File: config.mk
export PLATFORM = sky130hd
export DESIGN_NAME = trs_supervisor
export DESIGN_NICKNAME = d
export VERILOG_FILES = /design/src/common/trs_pkg.sv /design/src/hdl/trs_supervisor.sv
export SDC_FILE = /design/constraint.sdc
export NUM_CORES = 1
export LEC_CHECK = 0
export BUFFER_PORTS_ARGS = -buffer_cell sky130_fd_sc_hd__buf_2
export CAP_MARGIN = 20
export CORE_UTILIZATION = 35
export CTS_BUF_LIST = sky130_fd_sc_hd__clkbuf_16
export DETAILED_ROUTE_END_ITERATION = 6
export PLACE_DENSITY = 0.63
export RECOVER_POWER = 100
export SLEW_MARGIN = 30
export SYNTH_ARGS = -nofsm -noshare
export SYNTH_HDL_FRONTEND = slang
export SYNTH_SLANG_ARGS = --single-unit
File: constraint.sdc
create_clock -name clock -period 2.8 [get_ports clock]
set_clock_uncertainty 0.2 [all_clocks]
set_input_delay 0.42 -clock clock [delete_from_list [all_inputs] [get_ports clock]]
set_output_delay 0.42 -clock clock [all_outputs]
set_load 0.01 [all_outputs]
File: src/common/trs_pkg.sv
// Constants for the three-rail reset supervisor core.
// Assumes a single 20 MHz clock; comparator results arrive asynchronously.
package trs_pkg;
  // ----------------------------------------
  // Clock and timing
  // ----------------------------------------
  localparam int CLOCK_HZ              = 20000000;
  localparam int HOLD_TIME_MS          = 200;      // Nominal hold, delay pin open
  localparam int REF_HOLD_TIME_MS      = 175;      // Scaling reference, delay pin open
  localparam int MANUAL_DEBOUNCE_NS    = 1000;     // Low time that counts as a request
  localparam int MANUAL_PULSE_MIN_NS   = 550;      // Shortest pulse the far side sends
  localparam int LATENCY_US            = 10;       // Typical trip to reset latency
  localparam int HOLD_CYCLES           = CLOCK_HZ / 1000 * HOLD_TIME_MS;
  localparam int REF_HOLD_CYCLES       = CLOCK_HZ / 1000 * REF_HOLD_TIME_MS;
  localparam int DEBOUNCE_CYCLES       = (MANUAL_DEBOUNCE_NS * (CLOCK_HZ / 1000000) + 999) / 1000;
  localparam int LATENCY_CYCLES        = LATENCY_US * (CLOCK_HZ / 1000000);
  localparam int HOLD_W                = 23;
  localparam int SCALE_W               = 4;
  localparam int DEB_W                 = 6;
  localparam logic [SCALE_W-1:0] SCALE_ONE = 4'h1;
  localparam logic [DEB_W-1:0]   DEB_LAST  = DEB_W'(DEBOUNCE_CYCLES - 1);
  // ----------------------------------------
  // Supervisor states
  // ----------------------------------------
  typedef enum logic [0:0] {
    ST_HOLD    = 1'b0,
    ST_RELEASE = 1'b1
  } trs_state_t;
endpackage

File: src/hdl/trs_supervisor.sv
// Digital core of a three-rail reset supervisor with manual reset.
// Assumes comparator outputs and the manual reset pin are asynchronous to clock,
// and that the analog power-on circuit drives srst while the main supply is low.
//
// Overview of operation
// Reset while any undervoltage rail is low
// Overvoltage variant: third rail high trips reset
// Release only after continuous compliance for hold
// Hold nominally 200 ms, capacitor lengthens period
// Active-low output low from power-up
// Both outputs change in the same cycle
// Manual request counts after 1 us low
// Requester holds manual reset low 1 us
// Full hold time again after manual release
// Outputs are complements of one condition
// Open pin reference hold 175 ms, scaled; core scales the 200 ms HOLD_CYCLES instead
// Reset asserts within typical 10 us
// Manual pulse at least 550 ns wide
// Hold counter clears on any fault
// Async inputs synchronised before use
`timescale 1ns/1ps
module trs_supervisor #(
  parameter int  HOLD_CYCLES = trs_pkg::HOLD_CYCLES,  // Hold count at scale one
  parameter bit  OVER_VARIANT = 1'b0                  // 1: third rail watched for overvoltage
) (
  input  wire logic                         clock,          // 20 MHz clock
  input  wire logic                         srst,           // Synchronous reset, high
  input  wire logic                         mainSupplyOk,   // Main supply above its trip
  input  wire logic                         secondRailOk,   // Second rail above its trip
  input  wire logic                         thirdRailAbove, // Third rail above its trip
  input  wire logic                         manual_reset_n, // Manual request, low
  input  wire logic [trs_pkg::SCALE_W-1:0]  holdScale,      // Delay capacitor multiplier, static
  output logic                              resetHigh,      // Active-high reset
  output logic                              reset_n         // Active-low reset
);

  // ----------------------------------------
  // Input synchronisers
  // ----------------------------------------
  logic [3:0] syncA_reg;
  logic [3:0] syncB_reg;
  logic [3:0] syncC_reg;
  logic [3:0] stable_reg;
  logic [3:0] rawIn;

  assign rawIn = {manual_reset_n, thirdRailAbove, secondRailOk, mainSupplyOk};

  always_ff @(posedge clock)
  begin
    if (srst)
    begin
      syncA_reg <= 4'h0;
      syncB_reg <= 4'h0;
      syncC_reg <= 4'h0;
    end
    else
    begin
      syncA_reg <= rawIn;
      syncB_reg <= syncA_reg;
      syncC_reg <= syncB_reg;
    end
  end

  // A change counts once the second and third stages agree
  always_ff @(posedge clock)
  begin
    if (srst)
      stable_reg <= 4'h0;
    else
      for (int i = 0; i < 4; i++)
        if (syncB_reg[i] == syncC_reg[i])
          stable_reg[i] <= syncC_reg[i];
  end

  // ----------------------------------------
  // Manual reset debounce
  // ----------------------------------------
  logic [trs_pkg::DEB_W-1:0] debCount_reg;
  logic                      manualReq_reg;

  // Short glitches from a bouncing button are absorbed here
  always_ff @(posedge clock)
  begin
    if (srst)
    begin
      debCount_reg  <= '0;
      manualReq_reg <= 1'b0;
    end
    else if (stable_reg[3])
    begin
      debCount_reg  <= '0;
      manualReq_reg <= 1'b0;
    end
    else if (debCount_reg == trs_pkg::DEB_LAST)
      manualReq_reg <= 1'b1;
    else
      debCount_reg <= debCount_reg + 1'b1;
  end

  // ----------------------------------------
  // Fault combination
  // ----------------------------------------
  logic thirdFault;
  logic fault;

  assign thirdFault = OVER_VARIANT ? stable_reg[2] : ~stable_reg[2];
  assign fault      = ~stable_reg[0] | ~stable_reg[1] | thirdFault | manualReq_reg;

  // ----------------------------------------
  // Hold counter with scaled prescale
  // ----------------------------------------
  logic [trs_pkg::HOLD_W-1:0]  holdCount_reg;
  logic [trs_pkg::SCALE_W-1:0] preCount_reg;
  logic [trs_pkg::SCALE_W-1:0] scaleEff;
  logic                        holdDone;
  trs_pkg::trs_state_t         state_reg;

  // Zero scale would run the prescale to sixteen, so treat it as one
  assign scaleEff = (holdScale == '0) ? trs_pkg::SCALE_ONE : holdScale;
  assign holdDone = (holdCount_reg == trs_pkg::HOLD_W'(HOLD_CYCLES - 1)) && (preCount_reg == scaleEff - 1'b1);

  always_ff @(posedge clock)
  begin
    if (srst || fault)
    begin
      holdCount_reg <= '0;
      preCount_reg  <= '0;
    end
    else if (state_reg == trs_pkg::ST_HOLD)
    begin
      if (preCount_reg == scaleEff - 1'b1)
      begin
        preCount_reg  <= '0;
        holdCount_reg <= holdCount_reg + 1'b1;
      end
      else
        preCount_reg <= preCount_reg + 1'b1;
    end
  end

  // ----------------------------------------
  // Reset state and outputs
  // ----------------------------------------
  always_ff @(posedge clock)
  begin
    if (srst || fault)
      state_reg <= trs_pkg::ST_HOLD;
    else
    begin
      unique case (state_reg)
        trs_pkg::ST_HOLD:
          if (holdDone)
            state_reg <= trs_pkg::ST_RELEASE;
        trs_pkg::ST_RELEASE:
          state_reg <= trs_pkg::ST_RELEASE;
      endcase
    end
  end

  // Both outputs come from one register image so they never disagree
  always_ff @(posedge clock)
  begin
    if (srst)
    begin
      resetHigh <= 1'b1;
      reset_n   <= 1'b0;
    end
    else
    begin
      resetHigh <= (state_reg == trs_pkg::ST_HOLD);
      reset_n   <= (state_reg != trs_pkg::ST_HOLD);
    end
  end

  // ----------------------------------------
  // Checks
  // ----------------------------------------
  a_outputs_complement: assert property (@(posedge clock) disable iff (srst)
    resetHigh != reset_n)
    else $error("reset outputs not complementary");

  a_fault_asserts_reset: assert property (@(posedge clock) disable iff (srst)
    (~stable_reg[0] | ~stable_reg[1]) |-> ##2 resetHigh)
    else $error("rail fault did not assert reset");

  a_third_rail_fault: assert property (@(posedge clock) disable iff (srst)
    thirdFault |-> ##2 !reset_n)
    else $error("third rail fault did not assert reset");

  a_fault_clears_count: assert property (@(posedge clock) disable iff (srst)
    fault |=> (holdCount_reg == '0) && (preCount_reg == '0))
    else $error("hold counter not cleared by fault");

  a_release_needs_hold: assert property (@(posedge clock) disable iff (srst)
    $rose(reset_n) |-> $past(holdDone, 2))
    else $error("reset released before hold expired");

  a_done_releases: assert property (@(posedge clock) disable iff (srst)
    (holdDone && !fault) |-> ##2 (reset_n && !resetHigh))
    else $error("hold expiry did not release both outputs");

  a_manual_debounce: assert property (@(posedge clock) disable iff (srst)
    $rose(manualReq_reg) |-> !$past(stable_reg[3], trs_pkg::DEBOUNCE_CYCLES))
    else $error("manual request taken before debounce time");

  a_manual_holds_reset: assert property (@(posedge clock) disable iff (srst)
    manualReq_reg |-> ##2 resetHigh)
    else $error("manual request did not hold reset");

  a_latency_bound: assert property (@(posedge clock) disable iff (srst)
    $fell(mainSupplyOk) |-> ##[1:6] resetHigh)
    else $error("reset latency too long");

  a_power_up_low: assert property (@(posedge clock)
    srst |=> !reset_n)
    else $error("active-low reset not low after power-up");

  a_power_up_high: assert property (@(posedge clock)
    srst |=> resetHigh)
    else $error("active-high reset not high after power-up");

  a_srst_clears_req: assert property (@(posedge clock)
    srst |=> !manualReq_reg)
    else $error("manual request survived reset");

  a_outputs_together: assert property (@(posedge clock) disable iff (srst)
    $changed(resetHigh) |-> $changed(reset_n))
    else $error("reset outputs changed in different cycles");

  a_third_polarity: assert property (@(posedge clock) disable iff (srst)
    (stable_reg[2] == OVER_VARIANT) |-> ##2 resetHigh)
    else $error("third rail level of the watched side did not reset");

  a_fault_to_hold: assert property (@(posedge clock) disable iff (srst)
    fault |=> (state_reg == trs_pkg::ST_HOLD))
    else $error("fault did not return state to hold");

  // ----------------------------------------
  // Checks on input conditioning
  // ----------------------------------------
  a_sync_second_stage: assert property (@(posedge clock) disable iff (srst)
    !$past(srst) |-> (syncB_reg == $past(syncA_reg)))
    else $error("synchroniser second stage skipped a value");

  a_glitch_ignored: assert property (@(posedge clock) disable iff (srst)
    (syncB_reg[3] != syncC_reg[3]) |=> $stable(stable_reg[3]))
    else $error("manual input changed while stages disagreed");

  a_debounce_clear: assert property (@(posedge clock) disable iff (srst)
    stable_reg[3] |=> (!manualReq_reg && (debCount_reg == '0)))
    else $error("debounce not cleared by released manual input");

  a_manual_release_hold: assert property (@(posedge clock) disable iff (srst)
    $fell(manualReq_reg) |-> ##1 resetHigh)
    else $error("reset not held after manual release");

  // ----------------------------------------
  // Checks on the hold counter
  // ----------------------------------------
  a_prescale_bounded: assert property (@(posedge clock) disable iff (srst)
    preCount_reg < scaleEff)
    else $error("prescale count beyond scale");

  a_prescale_wrap: assert property (@(posedge clock) disable iff (srst)
    ((state_reg == trs_pkg::ST_HOLD) && !fault && (preCount_reg == scaleEff - 1'b1)) |=> (preCount_reg == '0))
    else $error("prescale did not wrap at scale");

  a_release_stays: assert property (@(posedge clock) disable iff (srst)
    ((state_reg == trs_pkg::ST_RELEASE) && !fault) |=> (state_reg == trs_pkg::ST_RELEASE))
    else $error("release dropped without a fault");

  a_count_frozen: assert property (@(posedge clock) disable iff (srst)
    ((state_reg == trs_pkg::ST_RELEASE) && !fault) |=> $stable(holdCount_reg))
    else $error("hold counter moved after release");

  a_hold_drives_high: assert property (@(posedge clock) disable iff (srst)
    (state_reg == trs_pkg::ST_HOLD) |=> resetHigh)
    else $error("hold state did not drive reset");

  // ----------------------------------------
  // Compliance run length check
  // ----------------------------------------
  // Counted apart from the hold counter so a broken prescale cannot hide
  // Saturates instead of wrapping during very long runs
  logic [31:0] okRun_reg;

  always_ff @(posedge clock)
  begin
    if (srst || fault)
      okRun_reg <= 32'h0;
    else if (okRun_reg != 32'hFFFFFFFF)
      okRun_reg <= okRun_reg + 32'h1;
  end

  a_release_after_run: assert property (@(posedge clock) disable iff (srst)
    $rose(reset_n) |-> (okRun_reg >= HOLD_CYCLES * scaleEff))
    else $error("release before a full compliant run");

endmodule

* Word level (Yosys, flattened, before mapping)
Cells that the tools add are included.
** Word-level totals
- Output and inout bits :: 2
- Logic and storage cells :: 41
- Input bits :: 10
- Register bits after elaboration :: 53
** Operators by class
- Equal/unequal tests :: 7
- Multiplexer cells :: 4
- Bitwise gates (word level) :: 7
- Reduce and logical (&&, ||, !) cells :: 5
- Add/subtract/negate cells :: 4
** Operators with widths (count)
- 23-bit by 1-bit adder with 23-bit output, second input constant :: 1
- 23-bit by 22-bit == test with 1-bit output, second input constant :: 1
- 4-bit 2-to-1 mux :: 2
- 6-bit by 1-bit adder with 6-bit output, second input constant :: 1
- 6-bit by 5-bit == test with 1-bit output, second input constant :: 1
- 4-bit by 1-bit adder with 4-bit output, second input constant :: 1
- 1-bit == test :: 4
- 4-bit == test :: 1
- 4-bit zero test :: 1
- 1-bit NOT :: 4
- 4-bit by 1-bit subtractor with 4-bit output, second input constant :: 1
- 1-bit OR :: 3
- 1-bit one-hot mux with 2 select lines :: 1
- 2-bit AND reduction :: 1
- 2-bit OR reduction :: 1
- 1-bit logical AND :: 1
- 1-bit logical OR :: 1
- 1-bit 2-to-1 mux :: 1

* Depth between registers and ports, before layout
- Word-level depth :: 7
- Gate-level depth with buffers :: 10
- Depth with buffers taken out :: 8

* Worst setup path before layout
No wires, ideal clock.
- Kind :: input to register
- Start point :: in holdScale[1] (netlist name)
- End point :: reg holdCount_reg[15] (netlist name)
- Data required time :: 2530 ps
- Slack :: 83 ps
- Arrival :: 2447 ps
- Setup time :: 70 ps
- Cell stages on the path :: 9
- Cells stage by stage :: nor3_1 nor2_1 ha_1 xnor2_1 or2_1 buf_6 or4_4 or4_1 a21oi_1
** On the way
- Longest elaborated chain between the ends :: 5
** RTL lines
- start, declared :: RTL line trs_supervisor.sv:32 : input wire logic [trs_pkg::SCALE_W-1:0] holdScale,
- 4-bit zero test :: RTL line trs_supervisor.sv:119 : assign scaleEff = (holdScale == '0) ? trs_pkg::SCALE_ONE : holdScale;
- 4-bit 2-to-1 mux (*) :: RTL line trs_supervisor.sv:119
- 4-bit by 1-bit subtractor with 4-bit output (*) :: RTL line trs_supervisor.sv:131 : if (preCount_reg == scaleEff - 1'b1)
- 4-bit == test (*) :: RTL line trs_supervisor.sv:131
- 2-bit AND reduction (no line) (*)
- end signal, assigned :: RTL line trs_supervisor.sv:134 : holdCount_reg <= holdCount_reg + 1'b1;
- end, declared :: RTL line trs_supervisor.sv:112 : logic [trs_pkg::HOLD_W-1:0] holdCount_reg;
Every way passes the cells marked *; elsewhere a longest branch is shown, timed or not.
A chain may end at the register's enable or synchronous reset.

* Worst setup path in the final report
- Start point :: in holdScale[1] (netlist name)
- End point :: reg holdCount_reg[13] (netlist name)
Same word-level chain as after synthesis.

==> summary.md <==
| Metric | Value |
|---|---|
| Status | `completed` |
| Worst path bufs/invs | `1` |
| CP Data Required Time | `2.82 ns` |
| Layout Utilization | `41.9%` |
| Total CTS buffers | `5` |
| Sequential area share after synthesis | `44.6%` |
| Core area | `6460 um^2` |
| Hold WC Path Type | `in -> reg` |
| Cell variety after synth | `35` |
| Final Max Tran Viols | `0` |
| Top sig layer | `met4` |
| Post-synthesis compound-gate area fraction | `14.2%` |
| Critical path, cell by cell | `buf_2 -> nor3_1 -> nor2_1 -> ha_1 -> xnor2_1 -> or2_0 -> or4_4 -> or4_1 -> a21oi_1` |
| Pint | `1140 uW` |
| Post-Synthesis Cells | `274` |
| Routed met2 length | `2140 um` |
| GRT Total Usage | `14.1%` |
| VDD IR max | `382 uV` |
| CP Class | `in -> reg` |
| Worst-Skew Late Latency | `0.30 ns` |
| Via count | `1,944` |
| Starting density of the core | `36.8%` |
| WL met3 | `91 um` |
| Sequential power share | `51.2%` |
| Residual DRC count | `0` |
| Final min period | `2.51 ns` |
| Final total power | `1500 uW` |
| Gr ovfl total | `0` |
| Leak | `0.000871 uW` |
| Bufs on Longest Clock Path | `2` |
| Clock sink total | `53` |
| Initial antenna violation count | `0` |
| Antenna Diode Count | `0` |
| Synthesized area | `2380 um^2` |
| Power per cell area | `555 nW/um^2` |
| Total die area | `7130 um^2` |
| Final nets | `302` |
| RSZ-0062 raised after global routing | `false` |
| Period utilisation layout | `89.6%` |
| Pin count of the biggest net entering global routing | `40` |
| Xor/xnor share of the synthesized area | `3.95%` |
| Vias in the first global route | `1,856` |
| Cell family with most CP delay | `simple AND/OR/NAND/NOR gates` |
| Die height | `84.4 um` |
| Worst Max-Slew Pin Slew | `0.859 ns` |
| Synthesis Warnings | `0` |
| Fmax | `0.398 GHz` |
| Placed cell count | `358` |
| Rel. slew slack | `42.8%` |
| Antenna Nets Post-Route | `0` |
| Critical path arrival | `2.53 ns` |
| Total wire length | `4580 um` |
| Synth Area in Adders | `2.10%` |
| Clk pwr share | `42.8%` |
| Critical path's slowest cell | `or4_4` |
| M1 wire length | `2270 um` |
| Die width | `84.4 um` |
| Drt via density | `5.31` |
| Register area | `1060 um^2` |
| Final setup vio count | `0` |
| Worst-path clk slew | `0.08 ns` |
| Setup Fix Bufs, Post-CTS | `0` |
| Dpl hpwl | `3100 um` |
| Fin worst setup slack | `0.290 ns` |
| I/O pin cnt | `12` |
| Critical Path Sink Type | `register` |
| Largest family of logic cells by synthesized area | `simple AND/OR/NAND/NOR gates` |
| DRT iter0 DRCs | `53` |
| Post-Synth Simple-Gate Area | `28.7%` |
| Multi-input logic area | `1230 um^2` |
| Synth Area per Inst | `8.68 um^2` |
| Layout cells sized above 1 | `9.34%` |
| Switching power | `358 uW` |
| Switching Fraction | `23.9%` |
| Syn nets | `288` |
| Hold-fix buffers, CTS | `0` |
| Fill count | `650` |
| First-pass GRT wire length | `8100 um` |
| Post-CTS resize count | `0` |
| Post-synthesis register bit count | `53` |
| Mux cell area share after synthesis | `2.52%` |
| I/O Buffers | `11` |
| Synth-to-layout area growth | `13.7%` |
| DR WL/cell | `12.5 um` |
| CTS tree | `done` |
| Worst slack, placed | `-0.00569 ns` |
| Hold Worst Slack | `0.128 ns` |
| Worst-path maximum fanout | `6` |
| Final Non-Filler Cells | `366` |
| Setup crit start kind | `input pin` |
| Final Hold Viols | `0` |
| Max reg flops | `23` |
| Clock root buffer | `clkbuf_16` |
| H-Tree Depth | `2` |
| Rows | `29` |
| Initial DRT Pass Iterations | `4` |
| Routability congestion estimate | `0.756` |
| Slowest stage delay, CP | `0.55 ns` |
| Max-cap violations | `0` |
| Combinational share of power | `6.0%` |
## logic make-up (layout without fill, tap and decap cells)
group	after synthesis	count (layout)
muxes	6	6
DFF	53	53
AOI/OAI and AO/OA	57	57
and+or+nand+nor	122	122
adders and majority gates	4	4
xor gates and xnor gates	9	9
buffers and inverters	23	38
## final cells by class
| type | instances | area share, % |
|---|---|---|
| multi-input cells | 198 | 45.4 |
| flip-flops and latches | 53 | 39.2 |
| repair buffers | 22 | 5.00 |
| clock buffers | 5 | 4.63 |
| well taps | 77 | 3.56 |
| inverters | 8 | 1.11 |
| clock inverters | 3 | 1.06 |
## synthesized netlist by cell type (all sizes together)
master | n | area (um^2)
buf | 1 | 11.3
nand2 | 21 | 78.8
o211ai | 1 | 7.51
o22ai | 1 | 6.26
o21ai | 9 | 45.0
xnor2 | 5 | 43.8
o41ai | 2 | 17.5
nand2b | 7 | 43.8
and3 | 4 | 25.0
dfxtp | 53 | 1060
or3 | 3 | 18.8
ha | 4 | 50.1
nor4 | 2 | 12.5
nor2b | 13 | 81.3
a22o | 1 | 8.76
nor3b | 1 | 7.51
mux2i | 6 | 60.1
inv | 8 | 30.0
clkbuf | 14 | 52.6
a22oi | 1 | 7.51
xor2 | 3 | 26.3
nand4 | 7 | 43.8
xor3 | 1 | 23.8
nor2 | 15 | 56.3
a21oi | 28 | 140
nand4bb | 1 | 11.3
nor4b | 2 | 17.5
nand3 | 14 | 70.1
or2 | 3 | 18.8
or4 | 17 | 131
o31ai | 14 | 105
nor4bb | 1 | 10.0
nor3 | 11 | 55.1
## metal layers
metal,vias to the layer above,GRT usage [%]
met5,-,0
met4,0,5.55
met3,8,3.24
met2,13,24.1
met1,898,17.3
li1,1025,-
## through the flow
step | TNS [ns] | area, um^2
5_1_grt | 0 | 2710
6_report | 0 | 2710
4_1_cts | 0 | 2720
2_1_floorplan | 0 | 2380
3_5_place_dp | -0.00998 | 2570
3_3_place_gp | 0 | 2570
## power groups by stage
stage | logic, uW | registers, uW | clock network [uW]
2_1_floorplan | 58.8 | 786 | 0
3_3_place_gp | 94.1 | 787 | 0
3_5_place_dp | 94.8 | 787 | 0
4_1_cts | 95.4 | 769 | 655
5_1_grt | 102 | 770 | 691
6_report | 90.3 | 769 | 642
## layout by cell type (no fill, tap or decap), types with 2 or more instances in the layout
cell type and count:
dfxtp_1 53, inv_1 8, nand2b_1 7, xnor2_1 5, or4_1 16, mux2i_1 6
and3_1 4, or2_0 2, nand4_1 7, o31ai_1 14, clkbuf_16 5, nor4b_1 2
nor2b_1 13, nand2_1 21, xor2_1 3, nand3_1 14, clkbuf_1 6, o21ai_0 9
buf_2 8, o41ai_1 2, nor2_1 15, nor4_1 2, nor3_1 11, buf_4 7
a21oi_1 28, or3_1 3, ha_1 4
## path summary, 6_finish.rpt
check / cells past startpoint / start / slack (ns) / to
worst min register to register: 1 / syncA_reg[2] / 0.24 / syncB_reg[2]
worst max-delay path: 9 / holdScale[1] / 0.29 / holdCount_reg[13]
worst min-delay path: 2 / mainSupplyOk / 0.13 / syncA_reg[0]
worst max register to register: 5 / preCount_reg[2] / 0.30 / holdCount_reg[13]
Power figures use the tool's default switching activity.
